`src/exec_pkg.sv`:
```
// Shared constants and types for the move and return execution block
package exec_pkg;

   ////////////////////////////////////////////////////////////////////////////////
   // Widths and stack depth
   localparam int ACC_W = 8;
   localparam int FILE_ADDR_W = 7;
   localparam int PC_W = 13;
   localparam int STACK_DEPTH = 8;
   localparam int DONT_CARE_W = 2;

   ////////////////////////////////////////////////////////////////////////////////
   // Field positions, reset values and program counter step
   localparam int GLOBAL_INTERRUPT_ENABLE_BIT = 7;
   localparam logic [ACC_W-1:0] ACC_RESET = 8'h00;
   localparam logic [7:0] INTERRUPT_CONTROL_RESET = 8'h00;
   localparam logic [PC_W-1:0] PC_RESET = 13'h0000;
   localparam logic [PC_W-1:0] PC_STEP = 13'h0001;
   localparam logic [FILE_ADDR_W-1:0] FILE_ADDR_RESET = 7'h00;

   ////////////////////////////////////////////////////////////////////////////////
   // Operations handed over by the decoder
   typedef enum logic [2:0] {
      store_accumulator_to_file,
      load_literal_to_accumulator,
      no_operation_instr,
      interrupt_return_instr,
      literal_return_instr,
      subroutine_return_instr
   } op_t;

   // Execution sequencer states
   typedef enum logic {
      st_issue,
      st_second
   } exec_state_t;

endpackage

```
`src/return_stack.sv`:
```
// Circular hardware call stack built from flip-flops
`timescale 1ns/1ps
module return_stack #(
   parameter int DEPTH = exec_pkg::STACK_DEPTH,
   parameter int WIDTH = exec_pkg::PC_W
) (
   // Clock and reset
   input wire logic sys_clk_i,
   input wire logic rst_n_i,
   // Push and pop
   input wire logic push_i,
   input wire logic [WIDTH-1:0] push_data_i,
   input wire logic pop_i,
   // Top entry
   output logic [WIDTH-1:0] top_of_stack_o
);
   localparam int PTR_W = $clog2(DEPTH);

   logic [PTR_W-1:0] ptr_q;
   logic [PTR_W-1:0] top_idx;
   logic [WIDTH-1:0] mem_q [DEPTH];

   ////////////////////////////////////////////////////////////////////////////////
   // Stack pointer, pop wins over push, wraps around
   always_ff @(posedge sys_clk_i or negedge rst_n_i)
   begin
      if (!rst_n_i)
      begin
         ptr_q <= '0;
      end
      else if (pop_i)
      begin
         ptr_q <= ptr_q - PTR_W'(1);
      end
      else if (push_i)
      begin
         ptr_q <= ptr_q + PTR_W'(1);
      end
   end

   ////////////////////////////////////////////////////////////////////////////////
   // Entries
   for (genvar i = 0; i < DEPTH; i++)
   begin : g_entry
      always_ff @(posedge sys_clk_i or negedge rst_n_i)
      begin
         if (!rst_n_i)
         begin
            mem_q[i] <= '0;
         end
         else if (push_i && !pop_i && ptr_q == PTR_W'(i))
         begin
            mem_q[i] <= push_data_i;
         end
      end
   end

   assign top_idx = ptr_q - PTR_W'(1);
   assign top_of_stack_o = mem_q[top_idx];

endmodule

```
`src/move_and_return_instr_exec.sv`:
```
// Execution of the move, no-operation and return instructions
// Operation
// - Store accumulator to file register 0..127; one word, one cycle, no flags.
// - Load 8-bit literal into accumulator; one word, one cycle, no flags.
// - Don't-care bits of the literal-load word must be zero.
// - Interrupt return pops stack into program counter; two cycles, no flags.
// - Interrupt return sets global interrupt enable, bit 7 of interrupt control.
// - Literal return loads literal into accumulator, pops stack into counter; two cycles.
// - Subroutine return pops stack into counter; interrupts and flags untouched; two cycles.
`timescale 1ns/1ps
module move_and_return_instr_exec #(
   parameter int STACK_DEPTH = exec_pkg::STACK_DEPTH,
   parameter int DONT_CARE_W = exec_pkg::DONT_CARE_W
) (
   // Clock and reset
   input wire logic sys_clk_i,
   input wire logic rst_n_i,
   // Decoded instruction
   input wire logic instr_valid_i,
   input wire exec_pkg::op_t instr_op_i,
   input wire logic [exec_pkg::FILE_ADDR_W-1:0] file_addr_i,
   input wire logic [exec_pkg::ACC_W-1:0] literal_i,
   input wire logic [DONT_CARE_W-1:0] dont_care_i,
   output logic instr_ready_o,
   output logic encoding_fault_o,
   // Call push from the branch logic
   input wire logic call_push_i,
   input wire logic [exec_pkg::PC_W-1:0] call_addr_i,
   // Interrupt control register
   input wire logic interrupt_control_we_i,
   input wire logic [7:0] interrupt_control_wdata_i,
   input wire logic global_interrupt_enable_clear_i,
   output logic [7:0] interrupt_control_o,
   // File register write
   output logic file_we_o,
   output logic [exec_pkg::FILE_ADDR_W-1:0] file_addr_o,
   output logic [exec_pkg::ACC_W-1:0] file_wdata_o,
   // Core state
   output logic [exec_pkg::ACC_W-1:0] acc_o,
   output logic [exec_pkg::PC_W-1:0] pc_o,
   output logic status_we_o
);

   exec_pkg::exec_state_t st_q;
   logic ready_q;
   logic accept;
   logic is_ret;
   logic [exec_pkg::ACC_W-1:0] acc_q;
   logic [exec_pkg::PC_W-1:0] pc_q;
   logic [exec_pkg::PC_W-1:0] top_of_stack;
   logic [7:0] interrupt_control_q;
   logic file_we_q;
   logic [exec_pkg::FILE_ADDR_W-1:0] file_addr_q;
   logic [exec_pkg::ACC_W-1:0] file_wdata_q;
   logic fault_q;
   logic status_we_q;

   ////////////////////////////////////////////////////////////////////////////////
   // Issue
   assign accept = instr_valid_i && ready_q;
   assign is_ret = instr_op_i == exec_pkg::interrupt_return_instr
                || instr_op_i == exec_pkg::literal_return_instr
                || instr_op_i == exec_pkg::subroutine_return_instr;

   // Second cycle of a return is a flush
   always_ff @(posedge sys_clk_i or negedge rst_n_i)
   begin
      if (!rst_n_i)
      begin
         st_q <= exec_pkg::st_issue;
         ready_q <= 1'b1;
      end
      else
      begin
         case (st_q)
            exec_pkg::st_issue:
            begin
               if (accept && is_ret)
               begin
                  st_q <= exec_pkg::st_second;
                  ready_q <= 1'b0;
               end
            end
            exec_pkg::st_second:
            begin
               st_q <= exec_pkg::st_issue;
               ready_q <= 1'b1;
            end
            default:
            begin
               st_q <= exec_pkg::st_issue;
               ready_q <= 1'b1;
            end
         endcase
      end
   end

   ////////////////////////////////////////////////////////////////////////////////
   // Call stack
   return_stack #(
      .DEPTH(STACK_DEPTH),
      .WIDTH(exec_pkg::PC_W)
   ) return_stack_inst (
      .sys_clk_i(sys_clk_i),
      .rst_n_i(rst_n_i),
      .push_i(call_push_i),
      .push_data_i(call_addr_i),
      .pop_i(accept && is_ret),
      .top_of_stack_o(top_of_stack)
   );

   ////////////////////////////////////////////////////////////////////////////////
   // Program counter
   always_ff @(posedge sys_clk_i or negedge rst_n_i)
   begin
      if (!rst_n_i)
      begin
         pc_q <= exec_pkg::PC_RESET;
      end
      else if (accept && is_ret)
      begin
         pc_q <= top_of_stack;
      end
      else if (accept)
      begin
         pc_q <= pc_q + exec_pkg::PC_STEP;
      end
   end

   ////////////////////////////////////////////////////////////////////////////////
   // Accumulator
   always_ff @(posedge sys_clk_i or negedge rst_n_i)
   begin
      if (!rst_n_i)
      begin
         acc_q <= exec_pkg::ACC_RESET;
      end
      else if (accept && (instr_op_i == exec_pkg::load_literal_to_accumulator
                       || instr_op_i == exec_pkg::literal_return_instr))
      begin
         acc_q <= literal_i;
      end
   end

   ////////////////////////////////////////////////////////////////////////////////
   // File register write
   always_ff @(posedge sys_clk_i or negedge rst_n_i)
   begin
      if (!rst_n_i)
      begin
         file_we_q <= 1'b0;
         file_addr_q <= exec_pkg::FILE_ADDR_RESET;
         file_wdata_q <= exec_pkg::ACC_RESET;
      end
      else
      begin
         file_we_q <= accept && instr_op_i == exec_pkg::store_accumulator_to_file;
         if (accept && instr_op_i == exec_pkg::store_accumulator_to_file)
         begin
            file_addr_q <= file_addr_i;
            file_wdata_q <= acc_q;
         end
      end
   end

   ////////////////////////////////////////////////////////////////////////////////
   // Interrupt control, interrupt return set wins
   always_ff @(posedge sys_clk_i or negedge rst_n_i)
   begin
      if (!rst_n_i)
      begin
         interrupt_control_q <= exec_pkg::INTERRUPT_CONTROL_RESET;
      end
      else
      begin
         if (interrupt_control_we_i)
         begin
            interrupt_control_q <= interrupt_control_wdata_i;
         end
         else if (global_interrupt_enable_clear_i)
         begin
            interrupt_control_q[exec_pkg::GLOBAL_INTERRUPT_ENABLE_BIT] <= 1'b0;
         end
         if (accept && instr_op_i == exec_pkg::interrupt_return_instr)
         begin
            interrupt_control_q[exec_pkg::GLOBAL_INTERRUPT_ENABLE_BIT] <= 1'b1;
         end
      end
   end

   ////////////////////////////////////////////////////////////////////////////////
   // Encoding check and status
   always_ff @(posedge sys_clk_i or negedge rst_n_i)
   begin
      if (!rst_n_i)
      begin
         fault_q <= 1'b0;
         status_we_q <= 1'b0;
      end
      else
      begin
         fault_q <= accept && instr_op_i == exec_pkg::load_literal_to_accumulator
                    && dont_care_i != '0;
         status_we_q <= 1'b0;
      end
   end

   assign instr_ready_o = ready_q;
   assign encoding_fault_o = fault_q;
   assign interrupt_control_o = interrupt_control_q;
   assign file_we_o = file_we_q;
   assign file_addr_o = file_addr_q;
   assign file_wdata_o = file_wdata_q;
   assign acc_o = acc_q;
   assign pc_o = pc_q;
   assign status_we_o = status_we_q;
endmodule

```
`config.mk`:
```
export PLATFORM = sky130hd
export DESIGN_NAME = move_and_return_instr_exec
export DESIGN_NICKNAME = d
export VERILOG_FILES = /design/src/exec_pkg.sv /design/src/return_stack.sv /design/src/move_and_return_instr_exec.sv
export SDC_FILE = /design/constraint.sdc
export NUM_CORES = 1
export LEC_CHECK = 0
export CAP_MARGIN = 20
export CELL_PAD_IN_SITES_DETAIL_PLACEMENT = 0
export CELL_PAD_IN_SITES_GLOBAL_PLACEMENT = 1
export CORE_MARGIN = 5
export CORE_UTILIZATION = 54
export CTS_BUF_LIST = sky130_fd_sc_hd__clkbuf_8
export DETAILED_ROUTE_END_ITERATION = 10
export DONT_BUFFER_PORTS = 1
export GPL_TIMING_DRIVEN = 0
export PLACE_DENSITY = 0.81
export RECOVER_POWER = 50
export SLEW_MARGIN = 20
export SYNTH_ARGS = -nofsm -noshare
export SYNTH_HDL_FRONTEND = slang
export SYNTH_SLANG_ARGS = --single-unit
```
`constraint.sdc`:
```
create_clock -name sys_clk_i -period 5.75 [get_ports sys_clk_i]
set_input_delay 1.15 -clock sys_clk_i [delete_from_list [all_inputs] [get_ports sys_clk_i]]
set_output_delay 1.15 -clock sys_clk_i [all_outputs]
set_load 0.005 [all_outputs]
```
# After elaboration in Yosys (flattened, before gate mapping)
# Cells that the tools add are included.
[op_classes]
muxes = 14
reduce_logical = 26
bitwise_logic = 2
eq_ne = 12
order_cmp = 1
addsub = 3
shift = 0
multipliers = 0
n_div = 0
[ops]
columns = ["cell", "n"]
rows = [
  ["$mux W13", 4],
  ["$bmux W13 S3", 1],
  ["$eq A3 B3 Y1 const B", 6],
  ["$logic_and A1 B1 Y1", 16],
  ["$add A13 B1 Y13 const B", 1],
  ["$eq A3 B2 Y1 const B", 3],
  ["$eq A3 B1 Y1 const B", 2],
  ["$logic_not A3 Y1", 2],
  ["$mux W3", 2],
  ["$reduce_bool A2 Y1", 3],
  ["$mux W1", 5],
  ["$ge A4 B4 Y1 const B", 1],
  ["$not A3 Y4", 1],
  ["$pmux W1 S2", 2],
  ["$add A3 B1 Y3 const B", 1],
  ["$logic_or A1 B1 Y1", 3],
  ["$reduce_bool A3 Y1", 1],
  ["$sub A3 B1 Y3 const B", 1],
  ["$ne A2 B1 Y1 const B", 1],
  ["$logic_not A1 Y1", 1],
  ["$not A1 Y1", 1],
]
[word_totals]
out_inout_bits = 48
mem_bits_ro = 0
reg_bits = 155
wordCells = 77
n_memories = 0
inputBits = 47
latchBits = 0
ramBits = 0

# Depth between registers and ports, before layout
[logic_depth]
ltp_word = 7
depth_mapped = 10
ltp_nobuf = 7

# Hierarchy
# From an unflattened synthesis, not the netlist that was laid out.
[unflattened]
hier_cells = 566
hier_area_um2 = 7345.8
[modules_own_cells]
columns = ["mod", "instances", "area_each_um2", "cells_per_inst"]
rows = [
  ["return_stack", 1, 5141.2, 385],
  ["move_and_return_instr_exec", 1, 2204.6, 181],
]

# Worst setup path after synthesis
# OpenSTA, ideal clock, no wires.
[synth_path]
path_kind = "reg2reg"
start = "register return_stack_inst.ptr_q[0]"
end = "register pc_q (netlist bit pc_o[7])"
arrival_ns = 2.427
synth_period_minus_slack_ns = 2.547
setup_ns = 0.120
n_path_buf = 4
setup_slack_ns = 3.203
stages_incl_launch_ff = 11
t_required_ns = 5.630
cell_sequence = "dfrtp_1 > buf_2 > buf_2 > clkinv_1 > ha_1 > clkbuf_1 > clkbuf_1 > mux4_2 > nand2_1 > nand3_1 > and3_1"
[synth_via]
elab_chain_len = 6
[synth_lines]
columns = ["element", "line_no", "rtl"]
rows = [
  ["start: declaration", "return_stack.sv:19", "logic [PTR_W-1:0] ptr_q;"],
  ["start signal: assignment", "return_stack.sv:33", "ptr_q <= ptr_q - PTR_W'(1);"],
  ["start signal: assignment", "return_stack.sv:37", "ptr_q <= ptr_q + PTR_W'(1);"],
  ["$sub A3 B1 Y3", "return_stack.sv:58", "assign top_idx = ptr_q - PTR_W'(1);"],
  ["$not A3 Y4 (implied by the code)", "return_stack.sv:59", "assign top_of_stack_o = mem_q[top_idx];"],
  ["$bmux W13 S3", "return_stack.sv:59", ""],
  ["$mux W13 (implied by the code) (2 in a row)", "return_stack.sv:59", ""],
  ["$mux W13", "move_and_return_instr_exec.sv:120", "else if (accept && is_ret)"],
  ["end signal: assignment", "move_and_return_instr_exec.sv:118", "pc_q <= exec_pkg::PC_RESET;"],
  ["end signal: assignment", "move_and_return_instr_exec.sv:122", "pc_q <= top_of_stack;"],
  ["end signal: assignment", "move_and_return_instr_exec.sv:126", "pc_q <= pc_q + exec_pkg::PC_STEP;"],
  ["end: declaration", "move_and_return_instr_exec.sv:49", "logic [exec_pkg::PC_W-1:0] pc_q;"],
]
# Every way passes these cells. The select of a mux whose other input is x is not followed.
# A chain may end at the register's enable or synchronous reset.

# Worst setup path after layout
[layout_path]
start = "register return_stack_inst.ptr_q[0]"
end = "register pc_q (netlist bit pc_o[6])"
# The elaborated chain is that of the path after synthesis.

==> key figures <==
Run status
  – Status: finished, final reports clean

Routing
  – Post-route ant nets: 0
  – Routed vias: approximately 4,700
  – Routed length per instance: between 20 and 25 µm
  – Drt first pass iters: 5
  – Post-Route WL: around 17,000 µm
  – 1st-iter DRT viols: between 400 and 500
  – Vias per inst: around 6
  – Residual DRC: 0

Critical path
  – Critical path endpoint category: flip-flop
  – Crit path DAT: 3.99 ns
  – CP max FO: 10
  – Critical path data required time: about 6.1 ns
  – CP Class: flip-flop to flip-flop
  – CP Launch Type: flip-flop

Power and ir drop
  – Maximum VDD drop: slightly below 0.4 mV
  – Clock power frac: 0.229
  – Flop pwr share: 0.393
  – P_sw: ~1.5 mW
  – Sw Share: 0.3429
  – Internal power: about 2.8 mW
  – Power Dens Cells: ~550 nW/µm²
  – Combinational Power Share: 0.379
  – P_leak: between 3 and 4 nW

Global routing
  – First-pass GRT wire length: between 20,000 and 30,000 µm
  – GRT overflow: 0
  – Vias in the first global route: between 4,000 and 5,000
  – Initial antenna violation count: 0
  – Largest net degree at the start of global routing: 156
  – GRT Total Usage: 0.2245

STA
  – Final-report setup violation count: 0
  – TNS Setup: 0 ns
  – Final period util: 0.6354
  – Rel. slew slack: 0.3068
  – Worst slew pin tran: 1.032 ns
  – Fin Clk Skew: roughly 0.006 ns
  – RSZ-0062 raised after global routing: false
  – Peak Freq: approximately 270 MHz
  – Period minus WS final: around 3.7 ns
  – Setup ws final: around 2.1 ns
  – Slew Limit Fails: 0
  – Hold Vio Cnt, Final: 0

Floorplan
  – Io pins: 95
  – Std-Cell Rows: 41
  – Die Ht: approximately 120 µm
  – Die Wd: between 100 and 150 µm
  – DIE AREA: 15,530 µm²
  – Initial Utilization: 0.5552
  – Core ar.: roughly 13,000 µm²

Yosys
  – Post-synth top area cell: dfrtp_1
  – Syn_nets: about 640
  – Ranking of synthesized cells by area: dfrtp_1, mux2_2, nand2_1, nand3_1, mux4_2
  – Register area share after synthesis: 0.5471
  – Synth Warn #: 0
  – Cell Area, Synth: just over 7000 µm²
  – Synth top area share: 0.5434
  – FF+latch count, synth: approximately 160
  – Cells after Synth: around 580
  – Syn_area_per_cell: approximately 12 µm²
  – Yosys cell types: 48

Placement
  – Placer Congestion: around 0.86
  – DP HPWL: 11,540 µm
  – Pre-CTS WS: 2.155 ns
  – Port bufs: 0

Clock tree
  – Post-CTS setup buffers: 0
  – Worst skew pair latency: around 0.45 ns
  – Clock tree sinks: between 150 and 200
  – CTS tree: done
  – TritonCTS Buffers: 17
  – CTS resizes: 0
  – Clock Tree Root: clkbuf_8
  – Post-CTS Hold Buffers: 0
  – Clock transition at path regs: ~0.080 ns
  – H-tree levels: 4
  – Max clock buf depth: 2

Cells and area
  – Diodes inserted: 0
  – Layout area overhead: 9.598%
  – Final core utilization: 0.6085
  – Ratio of cells with drive above 1 in the final layout: 0.2915
  – Fillers: 1,010
  – Final nets: approximately 660

Hold path
  – Hold WC Path Type: input pin to async pin

Job
  – Max cap viols: 0
synthesized netlist by cell type, drive strengths merged:
master,n
clkbuf,7
buf,23
inv,5
and3,5
a31oi,11
xnor2,3
a21o,2
nand3b,1
conb,1
and3b,1
nand3,41
o21a,2
mux2i,15
nor3,5
mux2,119
or4,1
and2,2
nand4,9
a2111oi,4
dfstp,1
o21ai,9
mux4,8
ha,8
o22ai,4
a221oi,1
nand2b,1
clkinv,1
o311ai,6
dfrtp,154
o21bai,1
a211oi,2
nor2b,7
xor2,1
nor2,8
a21oi,12
or3,1
nand2,99
a22oi,1
logic make-up after synthesis:
family          after synthesis  share of synthesized area
compound gates               55                    0.05169
other cells                   1                  0.0005288
fa+ha+maj                     8                    0.01411
flops                       155                     0.5471
simple gates                181                     0.1177
buf+inv                      36                    0.02735
xor+xnor                      4                   0.006000
mux                         142                     0.2355
critical path: stages, from the launching register on:
cell and delay (ns):
dfrtp_1 0.39, buf_2 0.25, buf_2 0.29, clkinv_1 0.36, ha_1 0.41, clkbuf_1 0.34
clkbuf_1 0.53, nor2b_1 0.51, nand3_1 0.19, nand4_1 0.18, a21oi_1 0.08
layout make-up:
cell class / count / area [µm²] / area share
Clock buffer: 18 / 247.7 / 0.03187
Multi-Input combinational cell: 391 / 3010 / 0.3873
Tap cell: 172 / 215.2 / 0.02769
Clock inverter: 14 / 226.5 / 0.02914
Buffer: 30 / 170.2 / 0.02189
Sequential cell: 155 / 3880 / 0.4992
Inverter: 6 / 22.52 / 0.002898
cell usage in the layout (no fill, tap or decap), types with 2 or more instances in the layout:
| master | instances |
|---|---|
| mux2i_1 | 15 |
| o21a_1 | 2 |
| nor2_1 | 6 |
| nand2_1 | 99 |
| mux4_2 | 8 |
| clkbuf_8 | 18 |
| a21o_1 | 2 |
| mux2_2 | 116 |
| a211oi_1 | 2 |
| and3_1 | 5 |
| nand4_1 | 9 |
| and2_1 | 2 |
| o22ai_1 | 4 |
| clkbuf_1 | 9 |
| buf_4 | 8 |
| buf_2 | 10 |
| o21ai_0 | 9 |
| a31oi_1 | 11 |
| buf_6 | 2 |
| inv_1 | 8 |
| mux2_1 | 3 |
| nand3_1 | 41 |
| clkinv_2 | 2 |
| xnor2_1 | 3 |
| nor2b_1 | 7 |
| a21oi_1 | 11 |
| nor3_1 | 4 |
| dfrtp_1 | 154 |
| o311ai_0 | 6 |
| ha_1 | 8 |
| a2111oi_0 | 4 |
| bufinv_16 | 6 |
routing by layer:
layer,up-vias,routed length (µm),GRT usage
li1,2112,-,-
met1,2408,7162,0.2926
met2,162,8291,0.3661
met3,28,1153,0.06346
met4,0,267,0.06899
met5,-,0,0
power groups by stage:
stage	clock network, mW	registers, mW	logic, mW
2_1_floorplan	0	1.62	1.21
3_3_place_gp	0	1.65	1.57
3_5_place_dp	0	1.68	1.60
4_1_cts	0.984	1.66	1.61
5_1_grt	1.03	1.71	1.73
6_report	0.970	1.67	1.61
path summary, 6_finish.rpt:
check / startpoint / to / slack [ns] / cells past startpoint
min in group sys_clk_i: st_q$_DFF_PN0_ / st_q$_DFF_PN0_ / 0.43 / 1
min: rst_n_i / interrupt_control_o[6]$_DFFE_PN0P_ / 0.39 / 0
min reg2reg: st_q$_DFF_PN0_ / st_q$_DFF_PN0_ / 0.43 / 1
max: return_stack_inst.ptr_q[0]$_DFFE_PN0P_ / pc_o[6]$_DFFE_PN0P_ / 2.10 / 10
max in group asynchronous: rst_n_i / file_wdata_o[7]$_DFFE_PN0P_ / 5.08 / 0
max reg2reg: return_stack_inst.ptr_q[0]$_DFFE_PN0P_ / pc_o[6]$_DFFE_PN0P_ / 2.10 / 10
per-stage QoR:
stage                     area (µm²)  hold WS (ns)  total power, mW  cells
after detailed placement        7307        0.4262            3.282    754
after CTS                       7781        0.3664            4.257    786
after global placement          7307        0.4175            3.218    754
after global routing            7772        0.3373            4.470    786
after floorplan                 7092        0.4052            2.828    582
final                           7772        0.3875            4.245    786
state kept, by name (all words and copies together) (netlist names):
| name | flops |
|---|---|
| acc_o | 8 |
| encoding_fault_o | 1 |
| file_addr_o | 7 |
| file_wdata_o | 8 |
| file_we_o | 1 |
| instr_ready_o | 1 |
| interrupt_control_o | 8 |
| pc_o | 13 |
| return_stack_inst.mem_q | 104 |
| return_stack_inst.ptr_q | 3 |
| st_q | 1 |
(Power assumes the default switching activity.)
